### config.mk
export PLATFORM = sky130hd
export DESIGN_NAME = afp_fault_manager
export DESIGN_NICKNAME = d
export VERILOG_FILES = /design/src/logic/afp_pkg.sv /design/src/logic/afp_fault_manager.sv
export VERILOG_INCLUDE_DIRS = /design/src /design/src/logic
export SDC_FILE = /design/constraint.sdc
export NUM_CORES = 1
export LEC_CHECK = 0
export BUFFER_PORTS_ARGS = -buffer_cell sky130_fd_sc_hd__buf_2
export CORE_UTILIZATION = 44
export CTS_CLUSTER_DIAMETER = 40
export DETAILED_ROUTE_END_ITERATION = 10
export GPL_TIMING_DRIVEN = 0
export PLACE_DENSITY = 0.8
export SETUP_SLACK_MARGIN = 0.05
export SLEW_MARGIN = 10
export SYNTH_ARGS = -nofsm -noshare
export SYNTH_HDL_FRONTEND = slang
export SYNTH_SLANG_ARGS = --single-unit
### constraint.sdc
create_clock -name clk -period 2 [get_ports clk]
set_clock_uncertainty 0.15 [all_clocks]
set_input_delay 0.4 -clock clk [delete_from_list [all_inputs] [get_ports clk]]
set_output_delay 0.4 -clock clk [all_outputs]
set_load 0.005 [all_outputs]
### src/logic/afp_defines.svh
// Purpose: constants for the amplifier fault protection manager
// Assumes: 100 MHz clock, Avalon-MM register access
// Notes: byte addresses of word registers
`ifndef AFP_DEFINES_SVH
`define AFP_DEFINES_SVH
`define AFP_ADDR_STATUS 4'h0
`define AFP_ADDR_IRQSTAT 4'h4
`define AFP_ADDR_IRQMASK 4'h8
`define AFP_ADDR_MODE 4'hC
`define AFP_MODE_BTL 2'h0
`define AFP_MODE_PARALLEL_BRIDGE_MONO_MODE 2'h2
`define AFP_MODE_SE 2'h3
`define AFP_EV_OLP 0
`define AFP_EV_UVP 1
`define AFP_EV_OTE 2
`define AFP_EV_OTW 3
`define AFP_EV_BST 4
`define AFP_EV_W 5
`endif

### src/logic/afp_pkg.sv
// Purpose: types for the amplifier fault protection manager
// Assumes: nothing beyond the defines header
// Notes: half-bridge order A,B,C,D is bit 0..3
package afp_pkg;
  typedef enum logic [2:0] {
    AFP_RUN = 3'h1,
    AFP_LATCHED = 3'h2,
    AFP_HELD = 3'h4
  } afp_state_e;
  typedef struct packed {
    logic [3:0] overload;
    logic [3:0] bootUv;
    logic supplyUv;
    logic overtemp;
    logic tempWarn;
  } afp_fault_s;
  typedef struct packed {
    logic faultOe;
    logic warnOe;
  } afp_pins_s;
endpackage : afp_pkg

### src/logic/afp_fault_manager.sv
// Purpose: protection and error reporting control of a four half-bridge stage
// Assumes: fault inputs synchronous to clk, reset_n driven by the controller
// Notes: status pins are open drain, oe low means pulling low
`timescale 1ns/1ns
`default_nettype none
`include "afp_defines.svh"
////////////////////////////////////////////////////////////////////////////////
// Notes on behaviour
// - fault and warning pins are active-low open drain, pull low or release
// - any shutdown fault pulls the fault pin low
// - junction temperature warning above 125 C pulls the warning pin low
// - pin pair encodes normal, shutdown fault, warning, or both
// - while reset_n is low the fault pin is released high
// - shutdown fault puts affected half-bridges hi-z at once, fault low
// - faults self-recover except overload and overtemp, which latch
// - mode 00 bridge stereo, 10 parallel mono, 11 four single ended
// - pair shutdown in bridge and single ended, all four in parallel mode
// - bootstrap undervoltage disables its half-bridge only, no latch, no fault
// - reset clears latched overtemp, then normal operation resumes
// - supply undervoltage turns all half-bridges off, recovers automatically
module afp_fault_manager
  import afp_pkg::*;
(
  input wire logic clk,
  input wire logic rst,
  input wire logic resetN,
  input wire logic [1:0] modeSel,
  input wire afp_fault_s faultIn,
  output afp_pins_s pinOe,
  output logic [3:0] bridgeHiZ,
  output logic irq,
  input wire logic [3:0] avsAddress,
  input wire logic avsRead,
  input wire logic avsWrite,
  input wire logic [31:0] avsWritedata,
  output logic [31:0] avsReaddata,
  output logic avsWaitrequest
);
  ////////////////////////////////////////////////////////////////////////////
  // pair mapping, used for both latched and live shutdown
  function automatic logic [3:0] map_off(input logic [3:0] err, input logic [1:0] m);
    logic [3:0] r;
    r = 4'h0;
    if (m == `AFP_MODE_PARALLEL_BRIDGE_MONO_MODE) begin
      r = {4{|err}};
    end else begin
      r[1:0] = {2{|err[1:0]}};
      r[3:2] = {2{|err[3:2]}};
    end
    return r;
  endfunction : map_off

  afp_state_e state_r, state_nxt;
  logic [3:0] latchedOff_r, latchedOff_nxt;
  logic otLatched_r, otLatched_nxt;
  logic [`AFP_EV_W-1:0] irqStat_r, irqStat_nxt, irqMask_r, irqMask_nxt;
  logic [1:0] modeLatch_r, modeLatch_nxt;
  logic [31:0] rdata_r, rdata_nxt;
  logic ack_r, ack_nxt;
  logic faultOe_r, faultOe_nxt, warnOe_r, warnOe_nxt;
  logic [3:0] hiz_r, hiz_nxt;
  logic [`AFP_EV_W-1:0] events;
  logic [3:0] olOff;
  logic shutdown;
  logic acc;

  assign acc = (avsRead | avsWrite) & ~ack_r;
  assign avsWaitrequest = acc;
  assign olOff = map_off(faultIn.overload, modeSel);
  assign events = {|faultIn.bootUv, faultIn.tempWarn, faultIn.overtemp,
                   faultIn.supplyUv, |faultIn.overload};

  ////////////////////////////////////////////////////////////////////////////
  // protection state
  always_comb begin
    state_nxt = state_r;
    latchedOff_nxt = latchedOff_r;
    otLatched_nxt = otLatched_r;
    case (state_r)
      AFP_RUN: begin
        if (!resetN) begin
          state_nxt = AFP_HELD;
        end else if (faultIn.overtemp || |faultIn.overload) begin
          state_nxt = AFP_LATCHED;
          latchedOff_nxt = faultIn.overtemp ? 4'hF : olOff;
          otLatched_nxt = faultIn.overtemp;
        end
      end
      AFP_LATCHED: begin
        if (!resetN) begin
          state_nxt = AFP_HELD;
        end else begin
          latchedOff_nxt = latchedOff_r | olOff | {4{faultIn.overtemp}};
          otLatched_nxt = otLatched_r | faultIn.overtemp;
        end
      end
      AFP_HELD: begin
        latchedOff_nxt = 4'h0;
        otLatched_nxt = 1'b0;
        if (resetN) begin
          state_nxt = AFP_RUN;
        end
      end
      default: begin
        state_nxt = AFP_HELD;
      end
    endcase
  end

  ////////////////////////////////////////////////////////////////////////////
  // outputs: live faults act in the same cycle path as latched ones
  always_comb begin
    logic [3:0] off;
    off = 4'h0;
    shutdown = 1'b0;
    modeLatch_nxt = modeSel;
    // reset holds the stage quiet too, a design choice
    if (!resetN) begin
      off = 4'hF;
    end else begin
      off = latchedOff_r | olOff;
      if (faultIn.overtemp || faultIn.supplyUv) begin
        off = 4'hF;
      end
      shutdown = (state_r == AFP_LATCHED) | faultIn.overtemp | faultIn.supplyUv
                 | (|faultIn.overload);
      off = off | faultIn.bootUv;
    end
    hiz_nxt = off;
    faultOe_nxt = !(shutdown && resetN);
    warnOe_nxt = !faultIn.tempWarn;
  end

  ////////////////////////////////////////////////////////////////////////////
  // register bus and interrupt status
  always_comb begin
    logic [`AFP_EV_W-1:0] clr;
    clr = '0;
    ack_nxt = acc;
    rdata_nxt = rdata_r;
    irqMask_nxt = irqMask_r;
    // write lands on the edge where waitrequest is seen low, not on the first edge
    if (ack_r && avsWrite) begin
      case (avsAddress)
        `AFP_ADDR_IRQSTAT: clr = avsWritedata[`AFP_EV_W-1:0];
        `AFP_ADDR_IRQMASK: irqMask_nxt = avsWritedata[`AFP_EV_W-1:0];
        default: clr = '0;
      endcase
    end
    if (acc && avsRead) begin
      case (avsAddress)
        `AFP_ADDR_STATUS: rdata_nxt = {24'h0, otLatched_r, (state_r == AFP_LATCHED),
                                       faultOe_r, warnOe_r, hiz_r};
        `AFP_ADDR_IRQSTAT: rdata_nxt = {27'h0, irqStat_r};
        `AFP_ADDR_IRQMASK: rdata_nxt = {27'h0, irqMask_r};
        `AFP_ADDR_MODE: rdata_nxt = {30'h0, modeLatch_r};
        default: rdata_nxt = 32'h0;
      endcase
    end
    // set wins over a simultaneous clear
    irqStat_nxt = (irqStat_r & ~clr) | events;
  end

  always_ff @(posedge clk) begin
    if (rst) begin
      state_r <= AFP_HELD;
      latchedOff_r <= 4'h0;
      otLatched_r <= 1'b0;
      irqStat_r <= '0;
      irqMask_r <= '0;
      modeLatch_r <= 2'h0;
      rdata_r <= 32'h0;
      ack_r <= 1'b0;
      faultOe_r <= 1'b1;
      warnOe_r <= 1'b1;
      hiz_r <= 4'hF;
    end else begin
      state_r <= state_nxt;
      latchedOff_r <= latchedOff_nxt;
      otLatched_r <= otLatched_nxt;
      irqStat_r <= irqStat_nxt;
      irqMask_r <= irqMask_nxt;
      modeLatch_r <= modeLatch_nxt;
      rdata_r <= rdata_nxt;
      ack_r <= ack_nxt;
      faultOe_r <= faultOe_nxt;
      warnOe_r <= warnOe_nxt;
      hiz_r <= hiz_nxt;
    end
  end

  assign pinOe.faultOe = faultOe_r;
  assign pinOe.warnOe = warnOe_r;
  assign bridgeHiZ = hiz_r;
  assign avsReaddata = rdata_r;
  assign irq = |(irqStat_r & irqMask_r);
endmodule : afp_fault_manager
`default_nettype wire

* After elaboration in Yosys (flattened, before gate mapping) *
Index checks and enable logic that the tools add are counted.

operators by class
  equality and inequality tests = 13
  mux-type cells = 21
  bitwise gates (word level) = 15
  reductions and logical operators = 18

operator list
  kind                  count
  $pmux W8 S4           1
  $mux W4               7
  $mux W3               4
  $or A4 B4 Y4          3
  $pmux W4 S3           1
  $and A5 B5 Y5         2
  $mux W5               2
  $ne A2 B2 Y1 const B  5
  $pmux W3 S3           1
  $eq A4 B4 Y1 const B  2
  $reduce_or A4 Y1      2
  $reduce_or A2 Y1      3
  $not A5 Y5            1
  $or A1 B1 Y1          5
  $or A5 B5 Y5          1
  $reduce_or A5 Y1      1
  $eq A4 B3 Y1 const B  1
  $logic_not A4 Y1      1
  $mux W1               4
  $reduce_and A4 Y1     1
  $eq A3 B1 Y1 const B  1
  $eq A3 B2 Y1 const B  1
  $eq A3 B3 Y1 const B  1
  $logic_and A1 B1 Y1   3
  10 further kinds      13

word-level totals
  bits in registers = 59
  input port bits = 54
  output and inout port bits = 40
  word-level logic and storage cells = 78

* Longest topological paths before layout *
  depth after elaboration = 7
  gate-level depth with buffers = 6
  mapped depth without buffers = 4

* Worst setup path after synthesis *
OpenSTA, ideal clock, no wires.

  kind = input -> register
  from = input faultIn[8] (netlist name)
  to = register hiz_r[2], in the netlist bridgeHiZ[2]
  setup time = 0.127 ns
  arrival time = 1.358 ns
  data required time = 1.723 ns
  path slack = 0.365 ns
  stages = 4
  path buffers = 0
  path through = nor2_1 > o21ai_2 > or3_1 > or3_1

between the ends
  cells in the longest elaborated chain, start to end = 6

ends and longest elaborated chain
  element                 RTL line                  text
  start: declaration      afp_fault_manager.sv:28   input wire afp_fault_s faultIn,
  $reduce_or A4 Y1        afp_fault_manager.sv:45   r = {4{|err}};
  $mux W4                 afp_fault_manager.sv:44   if (m == `AFP_MODE_PARALLEL_BRIDGE_MONO_MODE) begin
  $or A4 B4 Y4            afp_fault_manager.sv:121  off = latchedOff_r | olOff;
  $mux W4                 afp_fault_manager.sv:122  if (faultIn.overtemp || faultIn.supplyUv) begin
  $mux W4                 afp_fault_manager.sv:118  if (!resetN) begin
  $or A4 B4 Y4            afp_fault_manager.sv:127  off = off | faultIn.bootUv;
  end signal: assignment  afp_fault_manager.sv:188  hiz_r <= hiz_nxt;
  end: declaration        afp_fault_manager.sv:61   logic [3:0] hiz_r, hiz_nxt;

No other way between the ends. The select of a mux whose other input is x is not followed.
A chain may end at the register's enable or synchronous reset.

* Worst setup path in the final report *
  from = register irqStat_r[0]
  to = output irq

between the ends
  cells in the longest elaborated chain, start to end = 2

ends and longest elaborated chain
  element                   RTL line                  text
  start: declaration        afp_fault_manager.sv:56   logic [`AFP_EV_W-1:0] irqStat_r, irqStat_nxt, irqMask_r, irqMask_nxt;
  start signal: assignment  afp_fault_manager.sv:181  irqStat_r <= irqStat_nxt;
  $and A5 B5 Y5             afp_fault_manager.sv:196  assign irq = |(irqStat_r & irqMask_r);
  $reduce_or A5 Y1          afp_fault_manager.sv:196
  end: declaration          afp_fault_manager.sv:31   output logic irq,

No other way between the ends.

==> out/metrics.csv <==
metric,value,unit
status,"complete, no violations",
Worst Hold Slack,0.143,ns
Antenna Violating Nets Remaining,0,
dpl ws,0.0945,ns
die area,4050,um2
min Tclk post-route,1.77,ns
met3 Use GR,6.34,%
Post-Route Setup TNS,0,ns
ys flop type,dfxtp_1,
H-tree depth,2,
synthesized area,1670,um2
post-layout net count,308,
synthesized area per cell,9.14,um2
Starting Density,45.7,%
largest net degree at the start of global routing,11,
first-pass GRT wire length,5.82,mm
Final Setup Violations,0,
Core Rows,22,
Die Wd,63.7,um
Netlist cell types,36,
clock root buffer,clkbuf_8,
final wirelength,3.62,mm
Synth Instances,183,
Reg2Reg Depth,5,
DRT iter0 DRCs,113,
IO buf count,41,
total of max-cap violations,0,
antenna violations before repair,0,
kind of critical path,reg2out,
Design Power,0.00140,W
WP data required,1.45,ns
Area contributors post-synth,"dfxtp_1, buf_4, nor2_1",
I/O pins,94,
Detailed Routing Iterations Pass 1,5,
die height,63.7,um
gr usage total,19.3,%
M2 GR Usage,32.2,%
top post-synthesis cells by count,"dfxtp_1, buf_4, nor2_1",
Rel. slew slack,55.5,%
Hold Startpoint,faultIn[0],
worst hold endpoint,warnOe_r,
worst min path class,in2reg,
GR Util met1,21.5,%
clock buffer depth,2,
Final GP Congestion,0.796,
hold buffer count at cts,0,
Residual DRC,0,
flop-to-flop setup slack,0.46,ns
WHS Path Cells,2,
most common cell in the synthesized netlist,dfxtp_1,
Max Slew Vio Count,0,
worst vdd rail ir drop,0.303,mV
Yosys top cell area share,41.9,%
vias in the first global route,1306,
Post-synth ARST share,0,%
final hold violation count,0,
leakage power,0.933,nW
"CTS clk-pin slew, worst paths",0.07,ns
"Seq/Total Area, Yosys",41.9,%
CTS tree,yes,
GR Overflow Total,0,
"Area growth, synth to finish",25.9,%
CP endpoint kind,primary output,
f_max,0.564,GHz
Crit Reg-Reg Startpoint,ack_r,
busiest grt layer,met2,
core area,3660,um2
via total after detailed routing,1470,
Skew-Pair Late Insertion Delay,0.29,ns
Via density,4.85,
Post-synth EDFFs,0,
clk sinks,35,
CTS resizes,0,
flop and latch count out of synthesis,35,
post-synth top area cell,dfxtp_1,
RSZ-0062 raised after global routing,no,
Setup WS post-layout,0.228,ns
Worst setup SP type,flop,
CTS Buf Count,5,
crit-path max FO,3,
Post-CTS Setup Inserts,0,
final worst path period share,88.6,%
YS warnings,0,
reg2reg end,avsReaddata[1],
Post-Route Utilization,57.5,%
diode count,0,
WL per Instance,11.9,um
DPL Wire Length,2.85,mm
Least-Margin Pin Slew,0.663,ns
layout cells sized above 1,32.2,%
"Arr. time, crit path",1.22,ns
power per cell area,663,nW/um2
## power by group
part | internal (W) | leakage (nW) | switching (W)
combinational | 0.0000908 | 0.605 | 0.0000946
sequential | 0.000718 | 0.286 | 0.0000152
clock | 0.000244 | 0.0422 | 0.000235
total | 0.00105 | 0.933 | 0.000345
## cell usage in the layout, fill, tap and decap left out, drive strengths merged
| cell type | Yosys | final |
|---|---|---|
| a21oi | 8 | 8 |
| nand2b | 11 | 11 |
| o21ai | 7 | 7 |
| conb | 1 | 24 |
| mux4 | 2 | 2 |
| nor2b | 5 | 5 |
| or3 | 6 | 6 |
| mux2i | 8 | 8 |
| nor4 | 2 | 2 |
| nand2 | 4 | 4 |
| o2bb2ai | 3 | 3 |
| and4 | 1 | 1 |
| o211ai | 2 | 2 |
| clkinv | 0 | 1 |
| o21a | 1 | 1 |
| nand4b | 1 | 1 |
| and3 | 1 | 1 |
| nor3b | 1 | 1 |
| a211o | 1 | 1 |
| a31oi | 1 | 1 |
| nor2 | 25 | 25 |
| a22oi | 9 | 9 |
| a211oi | 2 | 2 |
| a21o | 1 | 1 |
| o31ai | 1 | 1 |
| nor3 | 5 | 5 |
| a222oi | 1 | 1 |
| nand3 | 5 | 5 |
| dfxtp | 35 | 35 |
| clkbuf | 4 | 11 |
| buf | 28 | 69 |
| nand3b | 1 | 1 |
## cell families after synthesis
| kind of cell | count (synthesis) | synth area share [%] |
|---|---|---|
| buffers and inverters | 32 | 13.3 |
| other | 1 | 0.224 |
| multiplexers | 10 | 7.48 |
| AO/OA/AOI/OAI | 37 | 15.0 |
| flip-flops | 35 | 41.9 |
| AND/OR/NAND/NOR | 68 | 22.1 |
## worst max path at each step
stage | to | slack, ns | cells after the start | start
after floorplan | bridgeHiZ[2] | 0.37 | 4 | faultIn[8]
after global placement | bridgeHiZ[2] | 0.10 | 5 | faultIn[8]
after detailed placement | bridgeHiZ[2] | 0.09 | 5 | faultIn[8]
after CTS | irq | 0.24 | 3 | irqStat_r[0]
after global routing | irq | 0.23 | 3 | irqStat_r[0]
final | irq | 0.23 | 3 | irqStat_r[0]
## worst max-delay path, cell delays in order, from the launching register on
cell and delay (ns):
dfxtp_1 0.32, a222oi_1 0.36, nand2_1 0.11, buf_2 0.14
## layout make-up
class | count | area, um2
Buffer | 32 | 223
Clock inverter | 1 | 5.00
Multi-Input combinational cell | 139 | 836
Timing Repair Buffer | 41 | 205
Clock buffer | 7 | 76.3
Fill cell | 353 | 1560
Sequential cell | 35 | 701
Tap cell | 48 | 60.1
## sequential cells by signal (all words and copies together) (netlist names), 2 cells and up
name	flops
modeLatch_r	2
bridgeHiZ	4
latchedOff_r	4
avsReaddata	8
irqStat_r	5
irqMask_r	5
state_r	3
## layer usage
layer,share of wire (%),up-vias
met1,41,669
met4,2.3,0
met3,7.5,6
li1,-,736
met2,50,59
met5,0,-
## metrics by stage
stage / std cells / cell area, um2
final: 303 / 2110
after global routing: 303 / 2110
after CTS: 303 / 2110
after detailed placement: 295 / 2020
after global placement: 295 / 2020
after floorplan: 206 / 1760
Note: power is estimated with default switching activity, not from simulation.
